## config.mk

```make
export PLATFORM = sky130hd
export DESIGN_NAME = dxs_frame
export DESIGN_NICKNAME = d
export VERILOG_FILES = /design/src/dxs_frame.v
export VERILOG_INCLUDE_DIRS = /design/src
export SDC_FILE = /design/constraint.sdc
export NUM_CORES = 1
export LEC_CHECK = 0
export BUFFER_PORTS_ARGS = -buffer_cell sky130_fd_sc_hd__buf_2
export CAP_MARGIN = 10
export CORE_MARGIN = 2
export CORE_UTILIZATION = 55
export CTS_CLUSTER_SIZE = 25
export DETAILED_ROUTE_END_ITERATION = 7
export PLACE_DENSITY = 0.89
export SETUP_SLACK_MARGIN = 0.1
export SYNTH_ARGS = -nofsm -noshare
export SYNTH_HDL_FRONTEND = slang
export SYNTH_SLANG_ARGS = --single-unit
```

## constraint.sdc

```tcl
create_clock -name mclk_in -period 3.2 [get_ports mclk_in]
set_input_delay 0 -clock mclk_in [delete_from_list [all_inputs] [get_ports mclk_in]]
set_output_delay 0 -clock mclk_in [all_outputs]
set_load 0.005 [all_outputs]
```

## src/dxs_defs.vh

```
`ifndef DXS_DEFS_VH
`define DXS_DEFS_VH

// frame geometry
`define DXS_FRAME_BITS      16
`define DXS_CNT_W           5
// command field, frame bits [1:0]
`define DXS_CMD_LSB         0
`define DXS_CMD_MSB         1
`define DXS_CMD_DAC         2'h0
`define DXS_CMD_SER2PAR     2'h1
`define DXS_CMD_PIN_STATE   2'h2
`define DXS_CMD_PAR2SER     2'h3
// channel or pin address, frame bits [7:4]
`define DXS_ADDR_LSB        4
`define DXS_ADDR_MSB        7
// converter code, frame bits [15:8]
`define DXS_CODE_LSB        8
`define DXS_CODE_MSB        15
// expander output level, frame bit 8
`define DXS_LEVEL_BIT       8
// pin state field and captured inputs, shift_bit_four to shift_bit_fifteen
`define DXS_SHIFT_BIT_FOUR    4
`define DXS_SHIFT_BIT_FIFTEEN 15
// reset values
`define DXS_PIN_STATE_RST   12'h000
`define DXS_DAC_RST         8'h00
`define DXS_PAR_OUT_RST     12'h000
`endif

```

## src/dxs_frame.v

```verilog
`include "dxs_defs.vh"

module dxs_frame #(
  parameter CHANNELS = 12,
  parameter DAC_W    = 8
) (
  input  wire                      mclk_in,
  input  wire                      rstn_in,
  input  wire                      sclk_in,
  input  wire                      csn_in,
  input  wire                      si_in,
  input  wire [CHANNELS-1:0]       par_in,
  output reg                       so_out,
  output reg                       so_oe_out,
  output reg  [CHANNELS*DAC_W-1:0] dac_code_out,
  output reg                       dac_update_out,
  output reg  [3:0]                dac_chan_out,
  output reg  [CHANNELS-1:0]       par_out,
  output reg  [CHANNELS-1:0]       pin_state_register_out
);

  // every serial and parallel input passes two flip-flops; edges are found on the second stage only
  wire                sclk_sync;
  wire                csn_sync;
  wire                si_sync;
  wire [CHANNELS-1:0] par_sync;
  wire                sclk_rise;
  wire                sclk_fall;
  wire                cs_fall;
  wire                cs_rise;

  dxs_sync #(
    .WIDTH    (1),
    .RST_LEVEL(1'b0)
  ) i_sclk_sync (
    .mclk_in (mclk_in),
    .rstn_in (rstn_in),
    .async_in(sclk_in),
    .sync_out(sclk_sync)
  );

  // chip select resets high so release never looks like a frame start
  dxs_sync #(
    .WIDTH    (1),
    .RST_LEVEL(1'b1)
  ) i_csn_sync (
    .mclk_in (mclk_in),
    .rstn_in (rstn_in),
    .async_in(csn_in),
    .sync_out(csn_sync)
  );

  // same depth as the clock path keeps data aligned with its sampling edge
  dxs_sync #(
    .WIDTH    (1),
    .RST_LEVEL(1'b0)
  ) i_si_sync (
    .mclk_in (mclk_in),
    .rstn_in (rstn_in),
    .async_in(si_in),
    .sync_out(si_sync)
  );

  dxs_sync #(
    .WIDTH    (CHANNELS),
    .RST_LEVEL(1'b0)
  ) i_par_sync (
    .mclk_in (mclk_in),
    .rstn_in (rstn_in),
    .async_in(par_in),
    .sync_out(par_sync)
  );

  dxs_edge #(
    .IDLE_LEVEL(1'b0)
  ) i_sclk_edge (
    .mclk_in (mclk_in),
    .rstn_in (rstn_in),
    .level_in(sclk_sync),
    .rise_out(sclk_rise),
    .fall_out(sclk_fall)
  );

  dxs_edge #(
    .IDLE_LEVEL(1'b1)
  ) i_csn_edge (
    .mclk_in (mclk_in),
    .rstn_in (rstn_in),
    .level_in(csn_sync),
    .rise_out(cs_rise),
    .fall_out(cs_fall)
  );

  wire in_frame = ~csn_sync;

  reg [`DXS_FRAME_BITS-1:0] shift_reg;
  reg [`DXS_CNT_W-1:0]      bit_cnt;
  reg                       capture_pending;

  // the counter saturates at a full frame, so longer frames keep their last bits
  localparam [31:0] FRAME_BITS = `DXS_FRAME_BITS;

  wire [1:0]  cmd       = shift_reg[`DXS_CMD_MSB:`DXS_CMD_LSB];
  wire [3:0]  addr      = shift_reg[`DXS_ADDR_MSB:`DXS_ADDR_LSB];
  wire [31:0] addr_wide = {{28{1'b0}}, addr};
  wire        full      = (bit_cnt == FRAME_BITS[`DXS_CNT_W-1:0]);
  wire        addr_ok   = (addr_wide < CHANNELS);
  wire       execute  = cs_rise & full;

  // frame shifter
  always @(posedge mclk_in or negedge rstn_in) begin
    if (!rstn_in) begin
      shift_reg <= {`DXS_FRAME_BITS{1'b0}};
      bit_cnt   <= {`DXS_CNT_W{1'b0}};
    end else if (cs_fall) begin
      bit_cnt <= {`DXS_CNT_W{1'b0}};
      if (capture_pending) begin
        shift_reg <= {par_sync, 4'h0};
      end
    end else if (in_frame && sclk_rise) begin
      shift_reg <= {shift_reg[`DXS_FRAME_BITS-2:0], si_sync};
      if (!full) begin
        bit_cnt <= bit_cnt + 1'b1;
      end
    end
  end

  // serial output: first captured bit at frame start, then one per falling clock
  always @(posedge mclk_in or negedge rstn_in) begin
    if (!rstn_in) begin
      so_out    <= 1'b0;
      so_oe_out <= 1'b0;
    end else begin
      so_oe_out <= in_frame;
      if (cs_fall) begin
        so_out <= capture_pending ? par_sync[CHANNELS-1] : shift_reg[`DXS_FRAME_BITS-1];
      end else if (in_frame && sclk_fall) begin
        so_out <= shift_reg[`DXS_FRAME_BITS-1];
      end
    end
  end

  // command execution at chip select rise
  always @(posedge mclk_in or negedge rstn_in) begin
    if (!rstn_in) begin
      capture_pending        <= 1'b0;
      dac_code_out           <= {CHANNELS{`DXS_DAC_RST}};
      dac_update_out         <= 1'b0;
      dac_chan_out           <= 4'h0;
      par_out                <= `DXS_PAR_OUT_RST;
      pin_state_register_out <= `DXS_PIN_STATE_RST;
    end else begin
      dac_update_out <= 1'b0;
      if (cs_fall) begin
        capture_pending <= 1'b0;
      end
      if (execute) begin
        case (cmd)
          `DXS_CMD_DAC: begin
            if (addr_ok) begin
              dac_code_out[addr*DAC_W +: DAC_W] <=
                shift_reg[`DXS_CODE_MSB:`DXS_CODE_LSB];
              dac_chan_out   <= addr;
              dac_update_out <= 1'b1;
            end
          end
          `DXS_CMD_SER2PAR: begin
            if (addr_ok) begin
              par_out[addr] <= shift_reg[`DXS_LEVEL_BIT];
            end
          end
          `DXS_CMD_PIN_STATE: begin
            pin_state_register_out <=
              shift_reg[`DXS_SHIFT_BIT_FIFTEEN:`DXS_SHIFT_BIT_FOUR];
          end
          `DXS_CMD_PAR2SER: begin
            capture_pending <= 1'b1;
          end
          default: begin
            capture_pending <= capture_pending;
          end
        endcase
      end
    end
  end

endmodule // dxs_frame

module dxs_sync #(
  parameter       WIDTH     = 1,
  parameter [0:0] RST_LEVEL = 1'b0
) (
  input  wire             mclk_in,
  input  wire             rstn_in,
  input  wire [WIDTH-1:0] async_in,
  output wire [WIDTH-1:0] sync_out
);

  // only the second stage leaves this module
  reg [WIDTH-1:0] first_stage;
  reg [WIDTH-1:0] second_stage;

  always @(posedge mclk_in or negedge rstn_in) begin
    if (!rstn_in) begin
      first_stage  <= {WIDTH{RST_LEVEL}};
      second_stage <= {WIDTH{RST_LEVEL}};
    end else begin
      first_stage  <= async_in;
      second_stage <= first_stage;
    end
  end

  assign sync_out = second_stage;

endmodule // dxs_sync

module dxs_edge #(
  parameter [0:0] IDLE_LEVEL = 1'b0
) (
  input  wire mclk_in,
  input  wire rstn_in,
  input  wire level_in,
  output wire rise_out,
  output wire fall_out
);

  // resets to the pin's idle level so leaving reset gives no false edge
  reg level_prev;

  always @(posedge mclk_in or negedge rstn_in) begin
    if (!rstn_in) begin
      level_prev <= IDLE_LEVEL;
    end else begin
      level_prev <= level_in;
    end
  end

  assign rise_out = level_in & ~level_prev;
  assign fall_out = ~level_in & level_prev;

endmodule // dxs_edge

```

==> flow_metrics.py <==
metrics = {
    "place": {
        "place_hpwl_um": 11600,
        "dp_cells": 915,
        "io_buffers": 143,
        "place.gp.congestion": 0.837,
    },
    "synth": {
        "synth_commonest_cells": "178 x dfrtp_1, 79 x nand2_1, 59 x mux2_2, 51 x o21ai_0, 43 x inv_1",
        "netlist_instances": 617,
        "ys_warn_count": 0,
        "synth.top_cell.area_share_pct": 59.4,
        "synth.avg_cell_area_sq_um": 12.1,
        "yosys_register_bits": 181,
        "ys.flop_type": "dfrtp_1",
        "netlist_top_cells_area": "dfrtp_1 59%, mux2_2 8.9%, mux2i_1 5.5%, nand2_1 4.0%, o21ai_0 3.4%",
        "synth_edf_count": 0,
        "syn-cell-area_sq_um": 7500,
        "synth-seq-area-share_pct": 60.5,
        "yosysUniqueCellTypes": 52,
        "yosysMostFrequentCell": "dfrtp_1",
        "async_flop_share_pct": 100,
        "synth_nets": 641,
        "yosysTopAreaCell": "dfrtp_1",
    },
    "finish": {
        "diodes": 0,
        "drive_above_1_share_pct": 34.8,
        "syn2layout_area_growth_pct": 21.8,
        "fin_nets": 798,
        "num-fill-cells": 936,
        "largest_reg_flops": 96,
        "instances_no_fill": 963,
    },
    "power": {
        "p_sw_mw": 1.60,
        "p_sw_share_pct": 30.8,
        "internal_power_mw": 3.59,
        "powerDensity_nw_per_um2": 568,
        "p_comb_share_pct": 11.9,
        "power.share.sequential_pct": 49.7,
        "total_leakage_power_nw": 4.57,
        "pwr-share-clk_pct": 38.4,
        "ir_worst_vdd_mv": 0.515,
    },
    "clocking": {
        "cts_tree": "yes",
        "htree_levels": 4,
        "clock_latency_ns": 0.43,
        "cts_resized": 0,
        "clock-sinks": 181,
        "clk_pin_slew_worst_paths_ns": 0.07,
        "cts_root_buf": "clkbuf_16",
        "postCtsHoldBufs": 16,
        "numCtsBuffers": 17,
        "post_cts_buffers": 0,
        "clockBufferDepth": 2,
    },
    "timing": {
        "worst_slew_pin_slew_ns": 1.18,
        "fmax_mhz": 390,
        "maxSlewHeadroom_pct": 21.6,
        "fin_tns_setup_ns": 0,
        "rsz0062_at_grt": "false",
        "timing.final.crit_period_ns": 2.57,
        "hold_viol": 0,
        "period_share_pct": 80.2,
        "setup-violations-final": 0,
        "slew_violations": 0,
        "finalHoldWorstSlack_ns": 0.203,
        "clock_skew_ns": 0.0103,
    },
    "detailed_routing": {
        "drcViolationCount": 0,
        "drt-pass1-iter-count": 5,
        "via_per_inst": 5.52,
        "wire_per_inst_um": 18.6,
        "drtIter0Drc": 421,
        "detail-route-antenna-nets": 0,
        "vias": 5317,
        "routed_wl_um": 17900,
    },
    "global_route": {
        "grt_overflow": 0,
        "antenna_found_initial": 0,
        "grt_pass1_vias": 5389,
        "gr-usage-all-layers_pct": 26.2,
        "grt_max_degree": 106,
        "grt_pass1_wl_um": 29100,
    },
    "setup_path": {
        "crit_chain": "nor3_1, ha_1, nor2b_1, o21ai_2, nor3_4, mux2_2",
        "endpoint_kind": "flop",
        "crit_path_max_incr_delay_ns": 0.49,
        "crit_slowest_cell": "nor3_4",
        "criticalPathCategory": "reg2reg",
        "cp.required_ns": 3.52,
        "arrival_ns": 2.88,
        "path_delay_family": "simple AND/OR/NAND/NOR gates",
        "start_kind": "flop",
        "critical_path_buf_inv_count": 0,
        "cp_max_fo": 19,
    },
    "floorplan": {
        "die_h_um": 121,
        "num_io_pins": 144,
        "core_area_sq_um": 13300,
        "die-area_sq_um": 14600,
        "start_util_pct": 56.4,
        "num_rows": 42,
        "fp.dieW_um": 121,
    },
    "hold_path": {
        "hp-class": "in2reg",
    },
    "job": {
        "max_cap_violations": 0,
    },
    "run_status": {
        "status": "finished, final reports clean",
    },
}
-- path summary, 6_finish.rpt --
kind	start	slack (ns)	to	cells past startpoint
min	par_in[4]	0.20	i_par_sync.first_stage[4]$_DFF_PN0_	2
max reg2reg	shift_reg[4]$_DFFE_PN0P_	0.63	dac_code_out[41]$_DFFE_PN0P_	6
min reg2reg	i_par_sync.first_stage[1]$_DFF_PN0_	0.35	i_par_sync.sync_out[1]$_DFF_PN0_	0
max in group asynchronous	rstn_in	2.10	pin_state_register_out[9]$_DFFE_PN0P_	3
min in group asynchronous	rstn_in	0.25	dac_code_out[89]$_DFFE_PN0P_	2
max	shift_reg[4]$_DFFE_PN0P_	0.63	dac_code_out[41]$_DFFE_PN0P_	6
-- layout make-up --
class                   instances  area [sq um]  area share (%)
clock buffers                  18           429            4.70
repair buffers                171           985            10.8
flip-flops and latches        181          4530            49.6
multi-input cells             360          2660            29.2
inverters                      43           161            1.77
clock inverters                14           140            1.53
well taps                     176           220            2.41
-- power by group through the flow --
stage / clock [mW] / combinational [mW] / sequential [mW]
2_1_floorplan: 0 / 0.479 / 2.46
3_3_place_gp: 0 / 0.581 / 2.61
3_5_place_dp: 0 / 0.599 / 2.62
4_1_cts: 2.02 / 0.618 / 2.57
5_1_grt: 2.12 / 0.694 / 2.59
6_report: 1.99 / 0.620 / 2.58
-- routing by layer --
layer	vias to the layer above	GRT usage [%]	wire length, um
li1	2415	-	-
met1	2695	35.4	7610
met2	185	43.3	9150
met3	22	5.05	907
met4	0	8.14	277
met5	-	0	0
-- cell families after synthesis --
logic type                 share of synthesized area [%]
DFF                                                 60.5
and+or+nand+nor                                     11.2
muxes                                               14.5
AOI/OAI and AO/OA                                   7.83
buffers and inverters                               4.12
adders and majority gates                           1.17
xor gates and xnor gates                           0.685
-- cell usage in the layout (no fill, tap or decap), types with 3 or more instances in the layout --
cell type      instances
nor2b_1                4
clkinv_4               4
nand3_1               12
inv_1                 43
dfrtp_1              178
nor3_4                 6
inv_8                  3
ha_1                   7
buf_4                 11
o31ai_1               16
nor2_1                16
dfstp_2                3
mux2_2                59
clkbuf_16             17
o21ai_0               51
dlygate4sd3_1         16
inv_6                  3
nor3_1                 5
o21ai_1                8
mux2i_1               41
xor2_1                 3
a22o_1                 4
nand2b_1               4
nand4_1                3
buf_2                142
a21oi_1                6
nand2_1               79
-- stage by stage --
stage	instance area (sq um)	worst slack, ns	util (%)	power, mW
after detailed placement	8400	0.635	63.2	3.22
after global placement	8400	0.763	63.2	3.19
after global routing	9130	0.374	68.7	5.41
final	9130	0.633	68.7	5.19
after CTS	9130	0.634	68.7	5.21
after floorplan	7500	0.873	-	2.94
Power figures use the tool's default switching activity.
